[src/core/rlc_pkg.sv]
/*
 * Constants, types and shared decoding for the remote alias and link
 * configuration block. Assumes 8-bit register addresses and data from the
 * serial control bus slave that sits in front of this block.
 */
package rlc_pkg;
  // ************************************************************
  // register map
  // ************************************************************
  localparam logic [7:0] ADDR_REMOTE_ALIAS_FOUR = 8'h7a;
  localparam logic [7:0] ADDR_REMOTE_ALIAS_FIVE = 8'h7b;
  localparam logic [7:0] ADDR_REMOTE_ALIAS_SIX = 8'h7c;
  localparam logic [7:0] ADDR_REMOTE_ALIAS_SEVEN = 8'h7d;
  localparam logic [7:0] ADDR_LINK_SECURITY_CONFIG = 8'hc2;

  // ************************************************************
  // field layout and reset values
  // ************************************************************
  localparam logic [7:0] ALIAS_RESET = 8'h00;
  localparam logic [7:0] CFG_RESET = 8'h80;
  localparam logic [7:0] CFG_WRITE_MASK = 8'hba; // bits 6, 2, 0 reserved
  localparam int CFG_ENH_BIT = 7;
  localparam int CFG_RPT_BIT = 5;
  localparam int CFG_ENC_LSB = 3;
  localparam int CFG_QUAL_BIT = 1;
  localparam int ALIAS_W = 7;
  localparam int SLOTS = 4;
  localparam logic [4:0] FRAME_CHECK_PERIOD = 5'h10; // every 16th frame
  localparam logic [3:0] FRAME_CHECK_LAST = 4'(FRAME_CHECK_PERIOD - 5'h01);

  // ************************************************************
  // enumerations
  // ************************************************************
  typedef enum logic [1:0] {
    ENC_AUTHENTICATED = 2'h0,
    ENC_REG_CONTROL = 2'h1,
    ENC_ALWAYS = 2'h2,
    ENC_PER_FRAME_INBAND = 2'h3
  } rlc_enc_e;

  typedef enum logic [1:0] {
    PH_STRAP = 2'h0,
    PH_RUN = 2'h1
  } rlc_phase_e;

  // alias slot decode: bit 2 = hit, bits 1:0 = slot (used for reads and writes)
  function automatic logic [2:0] alias_slot(input logic [7:0] addr);
    logic [2:0] r;
    r = 3'h0;
    if (addr >= ADDR_REMOTE_ALIAS_FOUR && addr <= ADDR_REMOTE_ALIAS_SEVEN) begin
      r = {1'b1, 2'(addr - ADDR_REMOTE_ALIAS_FOUR)};
    end
    return r;
  endfunction
endpackage

[src/core/rlc_alias_if.sv]
/*
 * Bundle between the configuration top and the alias store.
 * Assumes both ends share mclk.
 */
interface rlc_alias_if;
  logic wr_en;
  logic rd_en;
  logic [2:0] idx; // {port, slot}
  logic [6:0] wdata;
  logic [6:0] rdata;
  logic look_en;
  logic look_port;
  logic [6:0] look_addr;
  logic [3:0] hit;
  logic hit_valid;
  logic hit_port;

  modport ctrl (output wr_en, rd_en, idx, wdata, look_en, look_port, look_addr,
                input rdata, hit, hit_valid, hit_port);
  modport store (input wr_en, rd_en, idx, wdata, look_en, look_port, look_addr,
                 output rdata, hit, hit_valid, hit_port);
endinterface

[src/core/rlc_alias_store.sv]
/*
 * Alias table for two link ports, four slots each, with registered read
 * data and a registered parallel lookup. Assumes one access per cycle.
 */
module rlc_alias_store
  import rlc_pkg::*;
(
  input wire logic mclk,
  input wire logic rstn,
  rlc_alias_if.store bus
);
  typedef struct packed {
    logic [7:0][6:0] table_q;
    logic [6:0] rdata;
    logic [3:0] hit;
    logic hit_valid;
    logic hit_port;
  } rlc_store_s;

  rlc_store_s st;
  rlc_store_s next_st;

  // ************************************************************
  // write, read and lookup
  // ************************************************************
  always_comb begin
    next_st = st;
    next_st.hit_valid = bus.look_en;
    if (bus.wr_en) begin
      next_st.table_q[bus.idx] = bus.wdata;
    end
    if (bus.rd_en) begin
      next_st.rdata = st.table_q[bus.idx];
    end
    // zero alias never matches, so a cleared slot forwards nothing
    for (int i = 0; i < SLOTS; i++) begin
      next_st.hit[i] = bus.look_en && st.table_q[{bus.look_port, 2'(i)}] != 7'h00
                       && st.table_q[{bus.look_port, 2'(i)}] == bus.look_addr;
    end
    next_st.hit_port = bus.look_port;
  end

  always_ff @(posedge mclk or negedge rstn) begin
    if (!rstn) begin
      st <= '0;
    end else begin
      st <= next_st;
    end
  end

  assign bus.rdata = st.rdata;
  assign bus.hit = st.hit;
  assign bus.hit_valid = st.hit_valid;
  assign bus.hit_port = st.hit_port;
endmodule

[src/core/rlc_link_check.sv]
/*
 * Frame counter that compares the cipher check value once every sixteenth
 * frame while enhanced checking is on. Assumes frame_start is one cycle.
 */
module rlc_link_check
  import rlc_pkg::*;
(
  input wire logic mclk,
  input wire logic rstn,
  input wire logic enable,
  input wire logic frame_start,
  input wire logic [7:0] local_value,
  input wire logic [7:0] remote_value,
  output logic check_pulse,
  output logic check_fail
);
  typedef struct packed {
    logic [3:0] frames;
    logic check_pulse;
    logic check_fail;
  } rlc_check_s;

  rlc_check_s st;
  rlc_check_s next_st;

  // ************************************************************
  // frame count and compare
  // ************************************************************
  always_comb begin
    next_st = st;
    next_st.check_pulse = 1'b0;
    if (!enable) begin
      next_st.frames = 4'h0; // restart the cadence when checking is re-enabled
    end else if (frame_start) begin
      next_st.frames = st.frames + 4'h1;
      if (st.frames == FRAME_CHECK_LAST) begin
        next_st.check_pulse = 1'b1;
        next_st.check_fail = local_value != remote_value;
      end
    end
  end

  always_ff @(posedge mclk or negedge rstn) begin
    if (!rstn) begin
      st <= '0;
    end else begin
      st <= next_st;
    end
  end

  assign check_pulse = st.check_pulse;
  assign check_fail = st.check_fail;
endmodule

[src/core/rlc_top.sv]
/*
 * Remote alias registers 4..7 and the link security configuration
 * register, with address translation, receiver-detect qualification and
 * periodic link verification. Assumes an 8-bit register port from the
 * serial control bus slave, synchronous inputs and one clock.
 */
// Notes on behaviour
// - A transaction addressed to a programmed 7-bit alias is redirected to the paired remote slave address.
// - An alias of zero disables its slot, so nothing is remapped or forwarded for it.
// - With the second port selected, alias register accesses use the second port's table.
// - Enhanced link checking compares the cipher check value every sixteenth frame, and never when off.
// - The configuration register reads 0x80 after reset with the repeater strap clear, and 0x98 with it set.
// - Configuration bit 5 turns repeater mode on or off.
// - At power-up the policy becomes 11 with the repeater strap set and 00 otherwise.
// - With the qualify bit clear, receiver-detect is raised as soon as a receiver is detected.
// - A remapped transaction is forwarded over the control channel with the paired remote slave ID.
// - The receiver-detect interrupt reaches the controller only with its enable and the global enable set.
module rlc_top
  import rlc_pkg::*;
(
  input wire logic mclk,
  input wire logic rstn,
  input wire logic repeater_strap,
  input wire logic second_port_select,
  input wire logic [7:0] reg_addr,
  input wire logic reg_wr,
  input wire logic reg_rd,
  input wire logic [7:0] reg_wdata,
  output logic [7:0] reg_rdata,
  output logic reg_rvalid,
  input wire logic xlat_req,
  input wire logic [6:0] xlat_addr,
  input wire logic [7:0][6:0] slave_id_table,
  output logic fwd_valid,
  output logic [6:0] fwd_addr,
  output logic [1:0] fwd_slot,
  output logic fwd_port,
  output logic xlat_reject,
  input wire logic frame_start,
  input wire logic [7:0] cipher_check_value,
  input wire logic [7:0] remote_check_value,
  output logic link_check_strobe,
  output logic link_check_fail,
  output logic enhanced_link_check_en,
  output logic repeater_enable,
  output logic [1:0] enc_mode,
  output logic enc_per_frame_inband,
  output logic receiver_detect_qualify,
  input wire logic rx_detected,
  input wire logic rx_lock,
  input wire logic receiver_detect_irq_en,
  input wire logic global_irq_en,
  output logic rxdet_event,
  output logic rxdet_irq
);
  typedef struct packed {
    rlc_phase_e phase;
    logic [7:0] cfg;
    logic rd_pend;
    logic rd_alias;
    logic [7:0] rd_cfg_val;
    logic [7:0] rdata;
    logic rvalid;
    logic fwd_valid;
    logic [6:0] fwd_addr;
    logic [1:0] fwd_slot;
    logic fwd_port;
    logic xlat_reject;
    logic det_q;
    logic rxdet_event;
    logic rxdet_irq;
  } rlc_top_s;

  rlc_top_s st;
  rlc_top_s next_st;

  rlc_alias_if alias_bus ();

  logic [2:0] wr_slot;
  logic [2:0] rd_slot;
  logic det_now;
  logic [1:0] hit_slot;

  // ************************************************************
  // alias store
  // ************************************************************
  rlc_alias_store u_store (
    .mclk(mclk),
    .rstn(rstn),
    .bus(alias_bus.store)
  );

  // accesses pick the port table from the live select input
  assign wr_slot = alias_slot(reg_addr);
  assign rd_slot = alias_slot(reg_addr);
  assign alias_bus.wr_en = reg_wr && wr_slot[2];
  assign alias_bus.rd_en = reg_rd && rd_slot[2];
  assign alias_bus.idx = {second_port_select, reg_addr == ADDR_REMOTE_ALIAS_FOUR ? 2'h0 : rd_slot[1:0]};
  assign alias_bus.wdata = reg_wdata[7:1]; // bit 0 reserved, dropped on write
  assign alias_bus.look_en = xlat_req;
  assign alias_bus.look_port = second_port_select;
  assign alias_bus.look_addr = xlat_addr;

  // ************************************************************
  // link verification cadence
  // ************************************************************
  rlc_link_check u_check (
    .mclk(mclk),
    .rstn(rstn),
    .enable(st.cfg[CFG_ENH_BIT]),
    .frame_start(frame_start),
    .local_value(cipher_check_value),
    .remote_value(remote_check_value),
    .check_pulse(link_check_strobe),
    .check_fail(link_check_fail)
  );

  // receiver-detect condition, with lock required when qualified
  assign det_now = rx_detected && (!st.cfg[CFG_QUAL_BIT] || rx_lock);

  // lowest matching slot wins if software programmed the same alias twice
  always_comb begin
    hit_slot = 2'h0;
    for (int i = SLOTS - 1; i >= 0; i--) begin
      if (alias_bus.hit[i]) begin
        hit_slot = 2'(i);
      end
    end
  end

  // ************************************************************
  // next state
  // ************************************************************
  always_comb begin
    next_st = st;
    next_st.rvalid = 1'b0;
    next_st.fwd_valid = 1'b0;
    next_st.xlat_reject = 1'b0;
    next_st.rxdet_event = 1'b0;
    next_st.rxdet_irq = 1'b0;

    // strap is sampled on the first edge after reset release, never inside reset
    unique case (st.phase)
      PH_STRAP: begin
        next_st.phase = PH_RUN;
        next_st.cfg[CFG_ENC_LSB +: 2] = repeater_strap ? ENC_PER_FRAME_INBAND : ENC_AUTHENTICATED;
      end
      PH_RUN: begin
        if (reg_wr && reg_addr == ADDR_LINK_SECURITY_CONFIG) begin
          next_st.cfg = reg_wdata & CFG_WRITE_MASK;
        end
      end
    endcase

    // read pipeline: request, store read, output
    next_st.rd_pend = reg_rd;
    next_st.rd_alias = rd_slot[2];
    next_st.rd_cfg_val = reg_addr == ADDR_LINK_SECURITY_CONFIG ? st.cfg : 8'h00; // unmapped reads 0
    if (st.rd_pend) begin
      next_st.rvalid = 1'b1;
      next_st.rdata = st.rd_alias ? {alias_bus.rdata, 1'b0} : st.rd_cfg_val;
    end

    // translation result one cycle after the lookup
    if (alias_bus.hit_valid) begin
      if (alias_bus.hit != 4'h0) begin
        next_st.fwd_valid = 1'b1;
        next_st.fwd_addr = slave_id_table[{alias_bus.hit_port, hit_slot}];
        next_st.fwd_slot = hit_slot;
        next_st.fwd_port = alias_bus.hit_port;
      end else begin
        next_st.xlat_reject = 1'b1;
      end
    end

    // receiver-detect fires on the rising edge of the qualified condition
    next_st.det_q = det_now;
    if (det_now && !st.det_q) begin
      next_st.rxdet_event = 1'b1;
      next_st.rxdet_irq = receiver_detect_irq_en && global_irq_en;
    end
  end

  // ************************************************************
  // state register
  // ************************************************************
  always_ff @(posedge mclk or negedge rstn) begin
    if (!rstn) begin
      st <= '0;
      st.phase <= PH_STRAP;
      st.cfg <= CFG_RESET;
    end else begin
      st <= next_st;
    end
  end

  // outputs straight from state flops, except enc_per_frame_inband, which is decoded from the cfg flops
  assign reg_rdata = st.rdata;
  assign reg_rvalid = st.rvalid;
  assign fwd_valid = st.fwd_valid;
  assign fwd_addr = st.fwd_addr;
  assign fwd_slot = st.fwd_slot;
  assign fwd_port = st.fwd_port;
  assign xlat_reject = st.xlat_reject;
  assign enhanced_link_check_en = st.cfg[CFG_ENH_BIT];
  assign repeater_enable = st.cfg[CFG_RPT_BIT];
  assign enc_mode = st.cfg[CFG_ENC_LSB +: 2];
  assign enc_per_frame_inband = st.cfg[CFG_ENC_LSB +: 2] == ENC_PER_FRAME_INBAND;
  assign receiver_detect_qualify = st.cfg[CFG_QUAL_BIT];
  assign rxdet_event = st.rxdet_event;
  assign rxdet_irq = st.rxdet_irq;
endmodule

[config.mk]
export PLATFORM = sky130hd
export DESIGN_NAME = rlc_top
export DESIGN_NICKNAME = d
export VERILOG_FILES = /design/src/core/rlc_pkg.sv /design/src/core/rlc_alias_if.sv /design/src/core/rlc_alias_store.sv /design/src/core/rlc_link_check.sv /design/src/core/rlc_top.sv
export SDC_FILE = /design/constraint.sdc
export NUM_CORES = 1
export LEC_CHECK = 0
export ABC_AREA = 1
export BUFFER_PORTS_ARGS = -buffer_cell sky130_fd_sc_hd__buf_2
export CAP_MARGIN = 15
export CORE_UTILIZATION = 40
export DETAILED_ROUTE_END_ITERATION = 8
export GPL_TIMING_DRIVEN = 0
export RECOVER_POWER = 100
export SLEW_MARGIN = 20
export SYNTH_ARGS = -nofsm -noshare
export SYNTH_HDL_FRONTEND = slang
export SYNTH_HIERARCHICAL = 1
export SYNTH_SLANG_ARGS = --single-unit
[constraint.sdc]
create_clock -name mclk -period 3.2 [get_ports mclk]
set_input_delay 0.32 -clock mclk [delete_from_list [all_inputs] [get_ports mclk]]
set_output_delay 0.32 -clock mclk [all_outputs]
set_load 0.05 [all_outputs]
==> flow_metrics.py <==
metrics = {
    "status": {
        "outcome": "finished with violations",
        "violations": "capacitance limit, slew limit",
    },
    "timing": {
        "holdWs_ns": 0.101,
        "min_period_over_period": 0.705,
        "setup_tns_ns": 0,
        "tightest_slew_ns": 1.97,
        "finClkSkew_ns": 0.00817,
        "rsz0062_at_grt": "false",
        "slew_headroom": -0.316,
        "slew_viol_final": 33,
        "finalSetupViolCount": 0,
        "hold_viol_final": 0,
        "period_minus_slack_ns": 2.26,
        "max_freq_mhz": 443,
    },
    "flow_run": {
        "maxCapViolCount": 1,
    },
    "clock_tree": {
        "cts_tree": "built",
        "root_buffer": "clkbuf_16",
        "clk_pin_slew_worst_paths_ns": 0.07,
        "numCtsBuffers": 9,
        "cts_max_path_buffers": 2,
        "cts_resized": 0,
        "h-tree-depth": 3,
        "clk_latency_ns": 0.36,
        "clock_sinks": 111,
    },
    "grt": {
        "antenna_found_initial": 0,
        "grt_max_degree": 80,
        "grt_first_pass_wirelength_microns": 34000,
        "gr-total-overflow": 0,
        "grt_pass1_vias": 6357,
        "track_usage": 0.249,
    },
    "yosys": {
        "ys_seq_area_frac": 0.399,
        "ys_top_cells_by_area": "dfrtp_1, nand2_1, nand3_1, inv_1, nor2_1",
        "synth_top_cell_area_share": 0.396,
        "yosysWarnings": 6,
        "synth_ff_type": "dfrtp_1",
        "synth_seq_cells": 111,
        "netlist_instances": 1024,
        "synth-async-reset-ratio": 1.00,
        "yosysUniqueCellTypes": 32,
        "syn_area_sq_um": 6960,
        "synth_edf_count": 0,
        "syn_avg_cell_area_sq_um": 6.79,
        "syn_nets": 1132,
        "yosys.area.top_type": "dfrtp_1",
    },
    "final_layout": {
        "finalInstanceArea_sq_um": 8160,
        "syn_to_final_growth_pct": 17.3,
        "drive_above_1_share": 0.156,
        "antennaDiodeCount": 0,
        "final_nets": 1280,
        "layout_common_cells": "nand2_1, inv_1, nand3_1",
        "layout_commonest_cell": "nand2_1",
        "final_util": 0.487,
    },
    "placed_design": {
        "io_buffers": 135,
        "dp_hpwl_microns": 16300,
        "place_area_sq_um": 7940,
        "gp_congestion": 1.01,
    },
    "hold_path": {
        "hold_class": "input pin to flop",
    },
    "power": {
        "power_density_nw_per_um2": 468,
        "leakage_nw": 4.30,
        "peakVddDrop_v": 0.000348,
    },
    "critical_path": {
        "worst-setup-path-type": "input pin to flop",
        "cp-end-kind": "flop",
        "arrival_ns": 2.49,
        "critPathMaxFanout": 10,
        "cp-start-kind": "input pin",
        "required_ns": 3.44,
    },
    "floorplan": {
        "die_w_microns": 134,
        "dieArea_sq_um": 17900,
        "start_util": 0.415,
        "fp-row-count": 47,
        "core_area_sq_um": 16800,
        "die_h_microns": 134,
        "io_pins": 138,
    },
    "detailed_routing": {
        "drtAntennaViolNets": 0,
        "wl_per_cell_microns": 15.5,
        "firstDrtPassIters": 6,
        "viasPerCell": 4.96,
        "num_vias": 6935,
        "drt-total-wl_microns": 21700,
        "route.detailed.drc": 0,
        "drt_iter0_markers": 600,
    },
}
what timing repair did:
item | in CTS | in global routing
setup buffers | 0 | 0
hold buffers | 1 | 0
hold endpoints to repair | 32 | 0
synth_stat cells (6+ instances only):
library cell and instances:
buf_2 12, nand3_1 124, nand2_2 12, inv_2 7, nor2_1 81, nand2_1 348
buf_4 40, inv_1 134, dfrtp_1 110, a21oi_1 11, o21ai_1 43, o211ai_1 14
buf_6 11, nor2_2 6, o21ai_0 40
power by group:
part           total, W  internal, W  leakage [nW]  switching [W]
Sequential      0.00159      0.00151          1.43      0.0000783
Combinational  0.000827     0.000283          2.69       0.000545
Clock           0.00140     0.000852         0.179       0.000544
Total           0.00382      0.00265          4.30        0.00117
layout make-up:
cell class / count / area [sq um]
Inverter: 143 / 542
Sequential cell: 111 / 2780
Clock inverter: 6 / 140
Timing Repair Buffer: 137 / 669
Buffer: 67 / 463
Fill cell: 1784 / 8600
Tap cell: 220 / 275
Multi-Input combinational cell: 703 / 3070
Clock buffer: 10 / 229
critical path, stage by stage:
cell	delay, ns
buf_2	0.10
nand3b_1	0.17
nor2_1	0.10
o21ai_0	0.21
nor2_1	0.15
clkbuf_1	0.34
clkbuf_1	0.49
nand2_1	0.12
o211ai_1	0.14
nand2_1	0.07
nor2_1	0.17
a21oi_1	0.09
state kept, by name, summed over array words and instances, names as in the netlist, 2 cells and up:
signal	count
enc_mode	2
fwd_addr	7
fwd_slot	2
reg_rdata	7
st	9
u_check/st	4
u_store/bus.hit	4
u_store/bus.rdata	7
u_store/st	56
path summary, 6_finish.rpt:
kind	start	end	slack (ns)	depth (start not counted)
max	reg_addr[7]	u_store/bus.rdata[2]	0.94	12
min	reg_rd	st[33]	0.10	1
min in group asynchronous	rstn	u_store/st[58]	1.05	2
min reg2reg	u_check/st[5]	u_check/st[5]	0.47	1
max in group asynchronous	rstn	enhanced_link_check_en	0.95	3
max reg2reg	u_store/bus.hit[2]	fwd_slot[0]	1.53	6
stage by stage:
stage                     setup WS [ns]  power [W]  instances
after global routing              0.542    0.00400       1397
after CTS                          1.14    0.00387       1397
after global placement            0.419    0.00246       1379
final                             0.943    0.00382       1397
after floorplan                    1.35    0.00220       1024
after detailed placement          0.782    0.00247       1380
metal layers:
metal	vias up	share of wire	GRT usage
met5	-	0	0
met4	0	0.032	0.0928
met3	45	0.075	0.0431
met2	272	0.46	0.404
met1	3168	0.44	0.331
li1	3450	-	-
cell families after synthesis:
family,count (synthesis),share of synthesized area
flip-flops,111,0.399
AND/OR/NAND/NOR,581,0.352
other,2,0.00108
XOR/XNOR,4,0.00504
buffers and inverters,210,0.151
adder cells (fa/ha/maj),1,0.00180
AO/OA/AOI/OAI,115,0.0892
Power figures use the tool's default switching activity.
